### src/common/tamper_pkg.sv
// Purpose: constants for the tamper detect and RAM clear block
// Assumes: 250 MHz core clock; times given in their own units
// Notes:   long counts are derived here and overridable at the top
package tamper_pkg;
  localparam int unsigned CLK_HZ       = 250_000_000;
  localparam int unsigned NUM_CH       = 2;
  localparam int unsigned RAM_DEPTH    = 128;
  localparam int unsigned RAM_AW       = 7;
  localparam int unsigned RAM_DW       = 8;
  localparam logic [7:0]  FLAGS_ADDR   = 8'h0f;
  localparam logic [7:0]  CLOCK_FIRST  = 8'h00;
  localparam logic [7:0]  CLOCK_LAST   = 8'h07;
  // Times in microseconds and seconds as printed
  localparam int unsigned DELAY_TYP_US    = 1500;
  localparam int unsigned DELAY_OF_US     = 500;
  localparam int unsigned SAMPLE_PERIOD_S = 1;
  localparam int unsigned SAMPLE_WIN_US   = 1000;
  localparam int unsigned WIDTH_S0 = 1;
  localparam int unsigned WIDTH_S1 = 4;
  localparam int unsigned WIDTH_S2 = 8;
  localparam int unsigned WIDTH_S3 = 16;
  localparam int unsigned RECOVERY_US = 200;
  localparam int unsigned CYC_PER_US  = CLK_HZ / 1_000_000;
  localparam int unsigned DELAY_TYP_CYC = DELAY_TYP_US * CYC_PER_US;
  localparam int unsigned DELAY_OF_CYC  = DELAY_OF_US * CYC_PER_US;
  localparam int unsigned SAMPLE_WIN_CYC = SAMPLE_WIN_US * CYC_PER_US;
  localparam int unsigned RECOVERY_CYC  = RECOVERY_US * CYC_PER_US;
  localparam int unsigned CNT_W = 40;
  localparam logic [1:0] WIDTH_1S  = 2'h0;
  localparam logic [1:0] WIDTH_4S  = 2'h1;
  localparam logic [1:0] WIDTH_8S  = 2'h2;
  localparam logic [1:0] WIDTH_16S = 2'h3;
endpackage

### src/core/tamper_channel.sv
// Purpose: one tamper detection channel
// Assumes: pin already synchronised; sample tick from the top
// Notes:   flag holds until enable goes low
`timescale 1ns/1ps
`default_nettype none
module tamper_channel
  import tamper_pkg::*;
(
  input  wire logic clk_in,          // Core clock
  input  wire logic reset_in,        // Sync reset
  input  wire logic pin_in,          // Synchronised tamper input
  input  wire logic enable_in,       // Channel enable
  input  wire logic normally_open_in,// Switch mode
  input  wire logic polarity_in,     // 1 = high triggers
  input  wire logic sampling_in,     // 1 = 1Hz sampling
  input  wire logic pull_strong_in,  // Pull strength select
  input  wire logic osc_running_in,  // Oscillator running
  input  wire logic window_in,       // Sampling window open
  output logic      flag_out,        // Tamper flag
  output logic      event_out,       // One-cycle tamper event
  output logic      pull_on_out,     // Internal pull enabled
  output logic      pull_strong_out  // Strong pull applied
);
  logic flag_q;
  logic active;
  logic look;

  assign active = (pin_in == polarity_in);
  // Sampling only in normally-closed mode with running oscillator
  assign look = normally_open_in || !sampling_in || !osc_running_in
                || window_in;

  always_ff @(posedge clk_in) begin
    if (reset_in || !enable_in) begin
      flag_q <= 1'b0;
    end else if (active && look) begin
      flag_q <= 1'b1;
    end
  end

  assign event_out = enable_in && !flag_q && active && look;
  assign flag_out  = flag_q;
  assign pull_on_out = enable_in && !normally_open_in && look && !flag_q;
  assign pull_strong_out = !normally_open_in && pull_strong_in;
endmodule
`default_nettype wire

### src/core/tamper_top.sv
// Purpose: two-channel tamper detect with RAM and external clear
// Assumes: one 250 MHz clock, control bits as plain ports
// Notes:   long counts are parameters so simulation can shorten them
`timescale 1ns/1ps
`default_nettype none
module tamper_top
  import tamper_pkg::*;
#(
  parameter int unsigned SAMPLE_PERIOD_CYC = SAMPLE_PERIOD_S * CLK_HZ,
  parameter int unsigned SAMPLE_WIN_P      = SAMPLE_WIN_CYC,
  parameter int unsigned DELAY_CYC_P       = DELAY_TYP_CYC,
  parameter int unsigned DELAY_OF_CYC_P    = DELAY_OF_CYC,
  parameter int unsigned RECOVERY_CYC_P    = RECOVERY_CYC,
  parameter longint unsigned SECOND_CYC_P  = longint'(CLK_HZ)
)(
  input  wire logic              clk_in,                  // Core clock
  input  wire logic              reset_in,                // Sync reset
  input  wire logic              tamper_input_1_in,       // Tamper pin 1, async
  input  wire logic              tamper_input_2_in,       // Tamper pin 2, async
  input  wire logic [1:0]        tamper_channel_enable_in,// Per-channel enable
  input  wire logic [1:0]        switch_normally_open_select_in, // 1 = normally open
  input  wire logic [1:0]        trigger_polarity_select_in, // 1 = high triggers
  input  wire logic [1:0]        sampling_select_in,      // 1 = 1Hz sampling
  input  wire logic [1:0]        pull_strength_select_in, // 1 = strong pull
  input  wire logic [1:0]        tamper_interrupt_enable_in, // Interrupt enables
  input  wire logic              internal_ram_clear_ch1_in, // RAM clear ch1
  input  wire logic              internal_ram_clear_ch2_in, // RAM clear ch2
  input  wire logic              external_clear_ch1_in,   // Ext clear ch1
  input  wire logic              external_clear_ch2_in,   // Ext clear ch2
  input  wire logic              clear_width_bit0_in,     // Width field bit 0
  input  wire logic              clear_width_bit1_in,     // Width field bit 1
  input  wire logic              oscillator_fail_flag_in, // Oscillator fail
  input  wire logic              osc_running_in,          // Oscillator running, async
  input  wire logic              on_battery_in,           // Running from battery, async
  input  wire logic              other_reset_req_in,      // Other reset sources
  input  wire logic              flags_read_in,           // Flags register read strobe
  input  wire logic              ram_wr_in,               // User RAM write
  input  wire logic [RAM_AW-1:0] ram_addr_in,             // User RAM address
  input  wire logic [RAM_DW-1:0] ram_wdata_in,            // User RAM write data
  output logic      [RAM_DW-1:0] ram_rdata_out,           // User RAM read data
  output logic                   ram_blocked_out,         // RAM access blocked
  output logic      [1:0]        tamper_flag_out,         // Tamper flags
  output logic      [7:0]        flags_reg_out,           // Flags register image
  output logic                   irq_n_out,               // Interrupt pin, low active
  output logic                   external_clear_strobe_out, // Ext clear, high active
  output logic                   reset_n_out,             // Supervisor reset, low active
  output logic                   supply_battery_disc_out, // Supply off battery
  output logic                   supply_ground_out,       // Supply forced to ground
  output logic                   clock_freeze_out,        // Freeze clock regs
  output logic      [1:0]        pull_on_out,             // Internal pull enables
  output logic      [1:0]        pull_strong_out          // Strong pull selects
);
  typedef enum logic [3:0] {
    CLR_IDLE  = 4'h1,
    CLR_DELAY = 4'h2,
    CLR_PULSE = 4'h4,
    CLR_DONE  = 4'h8
  } clr_state_e;

  function automatic longint unsigned width_cycles(input logic [1:0] sel);
    case (sel)
      WIDTH_1S:  width_cycles = longint'(WIDTH_S0) * SECOND_CYC_P;
      WIDTH_4S:  width_cycles = longint'(WIDTH_S1) * SECOND_CYC_P;
      WIDTH_8S:  width_cycles = longint'(WIDTH_S2) * SECOND_CYC_P;
      default:   width_cycles = longint'(WIDTH_S3) * SECOND_CYC_P;
    endcase
  endfunction

  // Two-flop synchronisers for all asynchronous levels
  logic [3:0] sync1_q;
  logic [3:0] sync2_q;
  always_ff @(posedge clk_in) begin
    if (reset_in) begin
      sync1_q <= '0;
      sync2_q <= '0;
    end else begin
      sync1_q <= {on_battery_in, osc_running_in, tamper_input_2_in, tamper_input_1_in};
      sync2_q <= sync1_q;
    end
  end
  logic [1:0] pin_s;
  logic       osc_s;
  logic       batt_s;
  assign pin_s  = sync2_q[1:0];
  assign osc_s  = sync2_q[2];
  assign batt_s = sync2_q[3];

  // Sampling tick: 1 s period, window about 1 ms
  logic [CNT_W-1:0] samp_cnt_q;
  logic             window;
  always_ff @(posedge clk_in) begin
    if (reset_in || !osc_s) begin
      samp_cnt_q <= '0;
    end else if (samp_cnt_q >= CNT_W'(SAMPLE_PERIOD_CYC - 1)) begin
      samp_cnt_q <= '0;
    end else begin
      samp_cnt_q <= samp_cnt_q + 1'b1;
    end
  end
  assign window = samp_cnt_q < CNT_W'(SAMPLE_WIN_P);

  // Two independent channels
  logic [1:0] flag;
  logic [1:0] evt;
  genvar g;
  for (g = 0; g < NUM_CH; g++) begin : gen_ch
    tamper_channel u_ch (
      .clk_in           (clk_in),
      .reset_in         (reset_in),
      .pin_in           (pin_s[g]),
      .enable_in        (tamper_channel_enable_in[g]),
      .normally_open_in (switch_normally_open_select_in[g]),
      .polarity_in      (trigger_polarity_select_in[g]),
      .sampling_in      (sampling_select_in[g]),
      .pull_strong_in   (pull_strength_select_in[g]),
      .osc_running_in   (osc_s),
      .window_in        (window),
      .flag_out         (flag[g]),
      .event_out        (evt[g]),
      .pull_on_out      (pull_on_out[g]),
      .pull_strong_out  (pull_strong_out[g])
    );
  end
  // Battery state does not gate detection
  assign tamper_flag_out = flag;
  assign flags_reg_out   = {6'h00, flag};

  // Either clear bit applies to whichever enabled channel trips
  logic ram_clr_en;
  logic ext_clr_en;
  logic any_evt;
  assign ram_clr_en = internal_ram_clear_ch1_in || internal_ram_clear_ch2_in;
  assign ext_clr_en = external_clear_ch1_in || external_clear_ch2_in;
  assign any_evt    = |evt;

  // Block held per channel until that channel's enable drops
  logic [1:0] block_q;
  always_ff @(posedge clk_in) begin
    if (reset_in) begin
      block_q <= '0;
    end else begin
      for (int i = 0; i < NUM_CH; i++) begin
        if (evt[i] && ram_clr_en) begin
          block_q[i] <= 1'b1;
        end else if (!tamper_channel_enable_in[i]) begin
          block_q[i] <= 1'b0;
        end
      end
    end
  end
  assign ram_blocked_out = |block_q;

  user_ram u_ram (
    .clk_in    (clk_in),
    .reset_in  (reset_in),
    .clear_in  (any_evt && ram_clr_en),
    .block_in  (ram_blocked_out),
    .wr_in     (ram_wr_in),
    .addr_in   (ram_addr_in),
    .wdata_in  (ram_wdata_in),
    .rdata_out (ram_rdata_out),
    .busy_out  ()
  );

  // Time-stamp freeze holds while any flag stands
  logic freeze_q;
  always_ff @(posedge clk_in) begin
    if (reset_in) begin
      freeze_q <= 1'b0;
    end else begin
      freeze_q <= any_evt || (|flag);
    end
  end
  assign clock_freeze_out = freeze_q || any_evt;

  // External clear sequencer
  clr_state_e       clr_q;
  logic [CNT_W-1:0] clr_cnt_q;
  logic [CNT_W-1:0] delay_cyc;
  logic [1:0]       width_sel;
  assign width_sel = {clear_width_bit1_in, clear_width_bit0_in};
  // Oscillator fail shortens the start delay
  assign delay_cyc = oscillator_fail_flag_in ? CNT_W'(DELAY_OF_CYC_P)
                                             : CNT_W'(DELAY_CYC_P);

  always_ff @(posedge clk_in) begin
    if (reset_in) begin
      clr_q     <= CLR_IDLE;
      clr_cnt_q <= '0;
    end else begin
      case (clr_q)
        CLR_IDLE: begin
          clr_cnt_q <= '0;
          if (any_evt && ext_clr_en) begin
            clr_q <= CLR_DELAY;
          end
        end
        CLR_DELAY: begin
          clr_cnt_q <= clr_cnt_q + 1'b1;
          if (clr_cnt_q >= delay_cyc - 1'b1) begin
            clr_cnt_q <= '0;
            clr_q     <= CLR_PULSE;
          end
        end
        CLR_PULSE: begin
          clr_cnt_q <= clr_cnt_q + 1'b1;
          if (clr_cnt_q >= CNT_W'(width_cycles(width_sel) - 1)) begin
            clr_q <= CLR_DONE;
          end
        end
        CLR_DONE: begin
          // Re-arm only once no flag stands
          clr_cnt_q <= '0;
          if (flag == 2'b00) begin
            clr_q <= CLR_IDLE;
          end
        end
        default: clr_q <= CLR_IDLE;
      endcase
    end
  end

  logic strobe_q;
  always_ff @(posedge clk_in) begin
    if (reset_in) begin
      strobe_q <= 1'b0;
    end else begin
      strobe_q <= (clr_q == CLR_PULSE);
    end
  end
  assign external_clear_strobe_out = strobe_q;

  // Supply handling follows the power source at the moment of clear
  logic disc_q;
  logic gnd_q;
  always_ff @(posedge clk_in) begin
    if (reset_in) begin
      disc_q <= 1'b0;
      gnd_q  <= 1'b0;
    end else begin
      disc_q <= (clr_q == CLR_PULSE) && batt_s;
      gnd_q  <= (clr_q == CLR_PULSE) && !batt_s;
    end
  end
  assign supply_battery_disc_out = disc_q;
  assign supply_ground_out       = gnd_q;

  // Shared reset stretcher, same for every source
  logic [CNT_W-1:0] rst_cnt_q;
  logic             rst_act_q;
  logic             rst_req;
  assign rst_req = other_reset_req_in || (clr_q == CLR_DELAY && clr_cnt_q == '0);
  always_ff @(posedge clk_in) begin
    if (reset_in) begin
      rst_cnt_q <= '0;
      rst_act_q <= 1'b0;
    end else if (rst_req) begin
      rst_cnt_q <= CNT_W'(RECOVERY_CYC_P);
      rst_act_q <= 1'b1;
    end else if (rst_cnt_q != '0) begin
      rst_cnt_q <= rst_cnt_q - 1'b1;
      rst_act_q <= (rst_cnt_q != CNT_W'(1));
    end else begin
      rst_act_q <= 1'b0;
    end
  end
  assign reset_n_out = !rst_act_q;

  // Interrupt pin: set wins over every release
  logic       irq_q;
  logic       irq_set;
  logic [1:0] tie_q;
  logic       tie_fall;
  assign irq_set  = |(evt & tamper_interrupt_enable_in);
  // Any enable bit written to zero releases the shared pin
  assign tie_fall = |(tie_q & ~tamper_interrupt_enable_in);
  always_ff @(posedge clk_in) begin
    if (reset_in) begin
      tie_q <= '0;
    end else begin
      tie_q <= tamper_interrupt_enable_in;
    end
  end
  always_ff @(posedge clk_in) begin
    if (reset_in) begin
      irq_q <= 1'b0;
    end else if (irq_set) begin
      irq_q <= 1'b1;
    end else if (flags_read_in || rst_act_q || tie_fall) begin
      irq_q <= 1'b0;
    end
  end
  assign irq_n_out = !irq_q;
endmodule
`default_nettype wire

### src/core/user_ram.sv
// Purpose: 128-byte user RAM with bulk clear and access block
// Assumes: single clock, one access per cycle
// Notes:   clear walks one address per cycle
`timescale 1ns/1ps
`default_nettype none
module user_ram
  import tamper_pkg::*;
(
  input  wire logic              clk_in,      // Core clock
  input  wire logic              reset_in,    // Sync reset
  input  wire logic              clear_in,    // Start bulk clear
  input  wire logic              block_in,    // Access blocked
  input  wire logic              wr_in,       // Write strobe
  input  wire logic [RAM_AW-1:0] addr_in,     // Byte address
  input  wire logic [RAM_DW-1:0] wdata_in,    // Write data
  output logic      [RAM_DW-1:0] rdata_out,   // Read data, registered
  output logic                   busy_out     // Clear in progress
);
  logic [RAM_DW-1:0] mem_q [RAM_DEPTH];
  logic [RAM_AW-1:0] clr_addr_q;
  logic              busy_q;

  always_ff @(posedge clk_in) begin
    if (reset_in) begin
      busy_q     <= 1'b0;
      clr_addr_q <= '0;
    end else if (clear_in && !busy_q) begin
      busy_q     <= 1'b1;
      clr_addr_q <= '0;
    end else if (busy_q) begin
      clr_addr_q <= clr_addr_q + 1'b1;
      if (clr_addr_q == RAM_AW'(RAM_DEPTH - 1)) begin
        busy_q <= 1'b0;
      end
    end
  end

  always_ff @(posedge clk_in) begin
    if (busy_q) begin
      mem_q[clr_addr_q] <= '0;
    end else if (wr_in && !block_in) begin
      mem_q[addr_in] <= wdata_in;
    end
  end

  // Blocked reads return zero, never the cleared contents
  always_ff @(posedge clk_in) begin
    if (reset_in || block_in || busy_q) begin
      rdata_out <= '0;
    end else begin
      rdata_out <= mem_q[addr_in];
    end
  end

  assign busy_out = busy_q;
endmodule
`default_nettype wire

### config.mk
export PLATFORM = sky130hd
export DESIGN_NAME = tamper_top
export DESIGN_NICKNAME = d
export VERILOG_FILES = /design/src/common/tamper_pkg.sv /design/src/core/tamper_channel.sv /design/src/core/tamper_top.sv /design/src/core/user_ram.sv
export SDC_FILE = /design/constraint.sdc
export NUM_CORES = 1
export LEC_CHECK = 0
export ABC_AREA = 1
export BUFFER_PORTS_ARGS = -buffer_cell sky130_fd_sc_hd__buf_2
export CAP_MARGIN = 20
export CORE_MARGIN = 8
export CORE_UTILIZATION = 29
export CTS_CLUSTER_SIZE = 12
export DETAILED_ROUTE_END_ITERATION = 7
export PLACE_DENSITY = 0.43
export SKIP_CTS_REPAIR_TIMING = 1
export SLEW_MARGIN = 20
export SYNTH_ARGS = -nofsm -noshare
export SYNTH_HDL_FRONTEND = slang
export SYNTH_SLANG_ARGS = --single-unit
export TNS_END_PERCENT = 5
### constraint.sdc
create_clock -name clk_in -period 5.6 [get_ports clk_in]
set_input_delay 0.28 -clock clk_in [delete_from_list [all_inputs] [get_ports clk_in]]
set_output_delay 0.28 -clock clk_in [all_outputs]
set_load 0.005 [all_outputs]
==> results.py <==
metrics = {
    "timing": {
        "final_max_slew_viol_count": 0,
        "fin_setup_tns_ps": 0,
        "fin_skew_ps": 39.4,
        "hold_viol_final": 0,
        "worst_pin_slew_ps": 1080,
        "rsz0062_at_grt": "false",
        "timing.final.crit_period_ps": 3720,
        "maxSlewHeadroom_pct": 27.5,
        "layout_worst_path_cycle_share_pct": 66.4,
        "clock.fmax_mhz": 269,
        "setup_slack_ps": 1880,
        "setup_viol": 0,
    },
    "clocking": {
        "cts_made_buffers": 140,
        "htree_levels": 4,
        "clock_sinks": 1184,
        "cts_tree": "built",
        "insertion_delay_ps": 770,
        "cts_buffer_depth": 3,
        "clockRootBuffer": "clkbuf_16",
        "cts.reportedPaths.clkPinSlew_ps": 60,
    },
    "placed_design": {
        "gp_congestion": 0.795,
        "dpl.hpwl_um": 92200,
        "pre_cts_ws_ps": 1890,
        "port_buffers": 65,
        "placed_area_mm2": 0.0530,
    },
    "critical_path": {
        "start_kind": "flop",
        "crit_arrival_ps": 4110,
        "crit_slowest_cell": "nor2_1",
        "cpMostUsedCell": "nor2_1",
        "endpoint_kind": "flop",
        "required_ps": 5990,
        "slowest_delay_ps": 730,
        "cp_max_fo": 22,
        "setup.worst_path.class": "reg -> reg",
        "path_cells": "nor2_2 -> nand3_4 -> o21ai_1 -> inv_1 -> nor2_1 -> nand3_1 -> nor2_1",
    },
    "synthesis": {
        "yosysSeqAreaShare_pct": 67.4,
        "post-synth-top-count-cell": "edfxtp_1",
        "synthTopCellsByArea": "edfxtp_1, nand2_1, dfxtp_1",
        "yosysTopAreaCellShare_pct": 61.1,
        "synth_ff_type": "edfxtp_1",
        "synth_top_cell_by_area": "edfxtp_1",
        "synth.cell_area_mm2": 0.0503,
        "synth.avg_cell_area_um2": 10.6,
        "synth_async_sr_flop_share_pct": 0,
        "synth_commonest_cells": "edfxtp_1, nand2_1, nor2_1",
        "synth_cell_type_count": 45,
        "netlist_instances": 4741,
        "synth_edf_count": 1024,
        "ys_warn_count": 0,
        "ys_ff_latch": 1184,
    },
    "global_route": {
        "grt_max_degree": 189,
        "grt_pass1_vias": 34600,
        "grt_usage_pct": 16.0,
        "antenna_found_initial": 3,
        "grt_pass1_wl_um": 227000,
        "grt_overflow": 0,
    },
    "routing": {
        "wl_per_cell_um": 21.4,
        "first_pass_iters": 5,
        "first_iter_violations": 2818,
        "vias_per_cell": 4.80,
        "drc": 0,
        "postRouteAntennaNets": 0,
        "vias": 34600,
        "routed_wl_um": 154000,
    },
    "finish": {
        "fin_nets": 4855,
        "drive_above_1_share_pct": 7.28,
        "final_cell_area_mm2": 0.0575,
        "area_growth_syn_to_layout_pct": 14.3,
    },
    "min_path": {
        "hold_path_class": "in -> reg",
    },
    "power": {
        "power_density_mw_per_mm2": 356,
        "p_leak_uw": 0.0203,
        "max-vdd-ir-drop_mv": 0.248,
        "power_uw": 20500,
    },
    "floorplanning": {
        "core_area_mm2": 0.173,
        "dieArea_mm2": 0.187,
        "io_pins": 72,
        "row_count": 153,
        "die_y_um": 433,
        "initial_utilization_pct": 29.1,
        "die_w_um": 433,
    },
    "job": {
        "maxCapViolCount": 0,
    },
    "outcome": {
        "status": "completed",
    },
}
==> registers in the layout (all words and copies together), names as in the netlist, 2 cells and up <==
| signal | cells |
|---|---|
| u_ram.mem_q | 1024 |
| clr_cnt_q | 40 |
| rst_cnt_q | 40 |
| samp_cnt_q | 40 |
| u_ram.rdata_out | 8 |
| u_ram.clr_addr_q | 7 |
| clr_q | 4 |
| sync1_q | 4 |
| sync2_q | 4 |
| block_q | 2 |
| gen_ch.u_ch.flag_out | 2 |
| tie_q | 2 |
==> cell families after synthesis <==
| kind of cell | synth area share (%) |
|---|---|
| other | 0.00745 |
| AND/OR/NAND/NOR | 19.9 |
| buffers and inverters | 4.41 |
| flip-flops | 67.4 |
| XOR/XNOR | 0.992 |
| adder cells (fa/ha/maj) | 1.09 |
| AO/OA/AOI/OAI | 6.11 |
==> cell type report <==
| class | instances | area, um2 |
|---|---|---|
| fillers | 17600 | 116000 |
| flip-flops and latches | 1184 | 34000 |
| multi-input cells | 3072 | 14300 |
| clock buffers | 188 | 3810 |
| well taps | 2325 | 2910 |
| repair buffers | 129 | 1040 |
| inverters | 241 | 928 |
| clock inverters | 64 | 579 |
| diodes | 1 | 2.50 |
==> routing by layer <==
layer  vias to the layer above  routed length (um)  GRT usage (%)  share of wire [%]
li1                      16500                   -              -                  -
met1                     16900               69200           21.2                 45
met2                       849               73100           26.7                 47
met3                       227                6830           2.58                4.4
met4                         0                4830           5.31                3.1
met5                         -                   0              0                  0
==> placed cells by master (no fill, tap or decap), types with 39 or more instances in the layout <==
master | netlist | layout
ha_1 | 44 | 44
nor2_1 | 684 | 676
clkbuf_16 | 0 | 144
edfxtp_1 | 1024 | 1024
nand2_1 | 948 | 943
buf_2 | 75 | 62
nand4_1 | 39 | 39
nor3_1 | 63 | 62
o22ai_1 | 128 | 128
inv_1 | 231 | 230
o21ai_0 | 305 | 305
dfxtp_1 | 160 | 160
clkbuf_1 | 100 | 40
a21oi_1 | 99 | 99
xor2_1 | 43 | 43
nand3_1 | 594 | 594
==> worst paths after layout <==
kind | depth (start not counted) | endpoint | start | slack (ps)
setup / recovery | 7 | u_ram.mem_q[99][6] | block_q[1] | 1880
hold reg to reg | 2 | sync2_q[1] | sync1_q[1] | 400
setup reg to reg | 7 | u_ram.mem_q[99][6] | block_q[1] | 1880
hold / removal | 3 | u_ram.mem_q[73][4] | ram_wdata_in[4] | 50
==> critical path: cells and delay by family, from the launching register on <==
family	cells	cell delay [ps]
AND/OR/NAND/NOR	5	2530
AO/OA/AOI/OAI	1	380
flip-flops	1	320
buffers and inverters	1	100
==> power breakdown <==
part	switching, uW	total, uW	leakage, uW	internal (uW)
logic	1460	1900	0.00732	436
registers	59.7	9810	0.0108	9750
clock network	3700	8780	0.00214	5080
total	5220	20500	0.0203	15300
==> per-stage QoR <==
stage,util (%),hold slack (ps),cells
2_1_floorplan,-,387,4759
3_3_place_gp,30.6,394,6936
3_5_place_dp,30.6,398,6936
4_1_cts,33.1,-351,7188
5_1_grt,33.2,11.4,7204
6_report,33.2,47.5,7204
No activity file was read; power rests on OpenSTA's default activity.
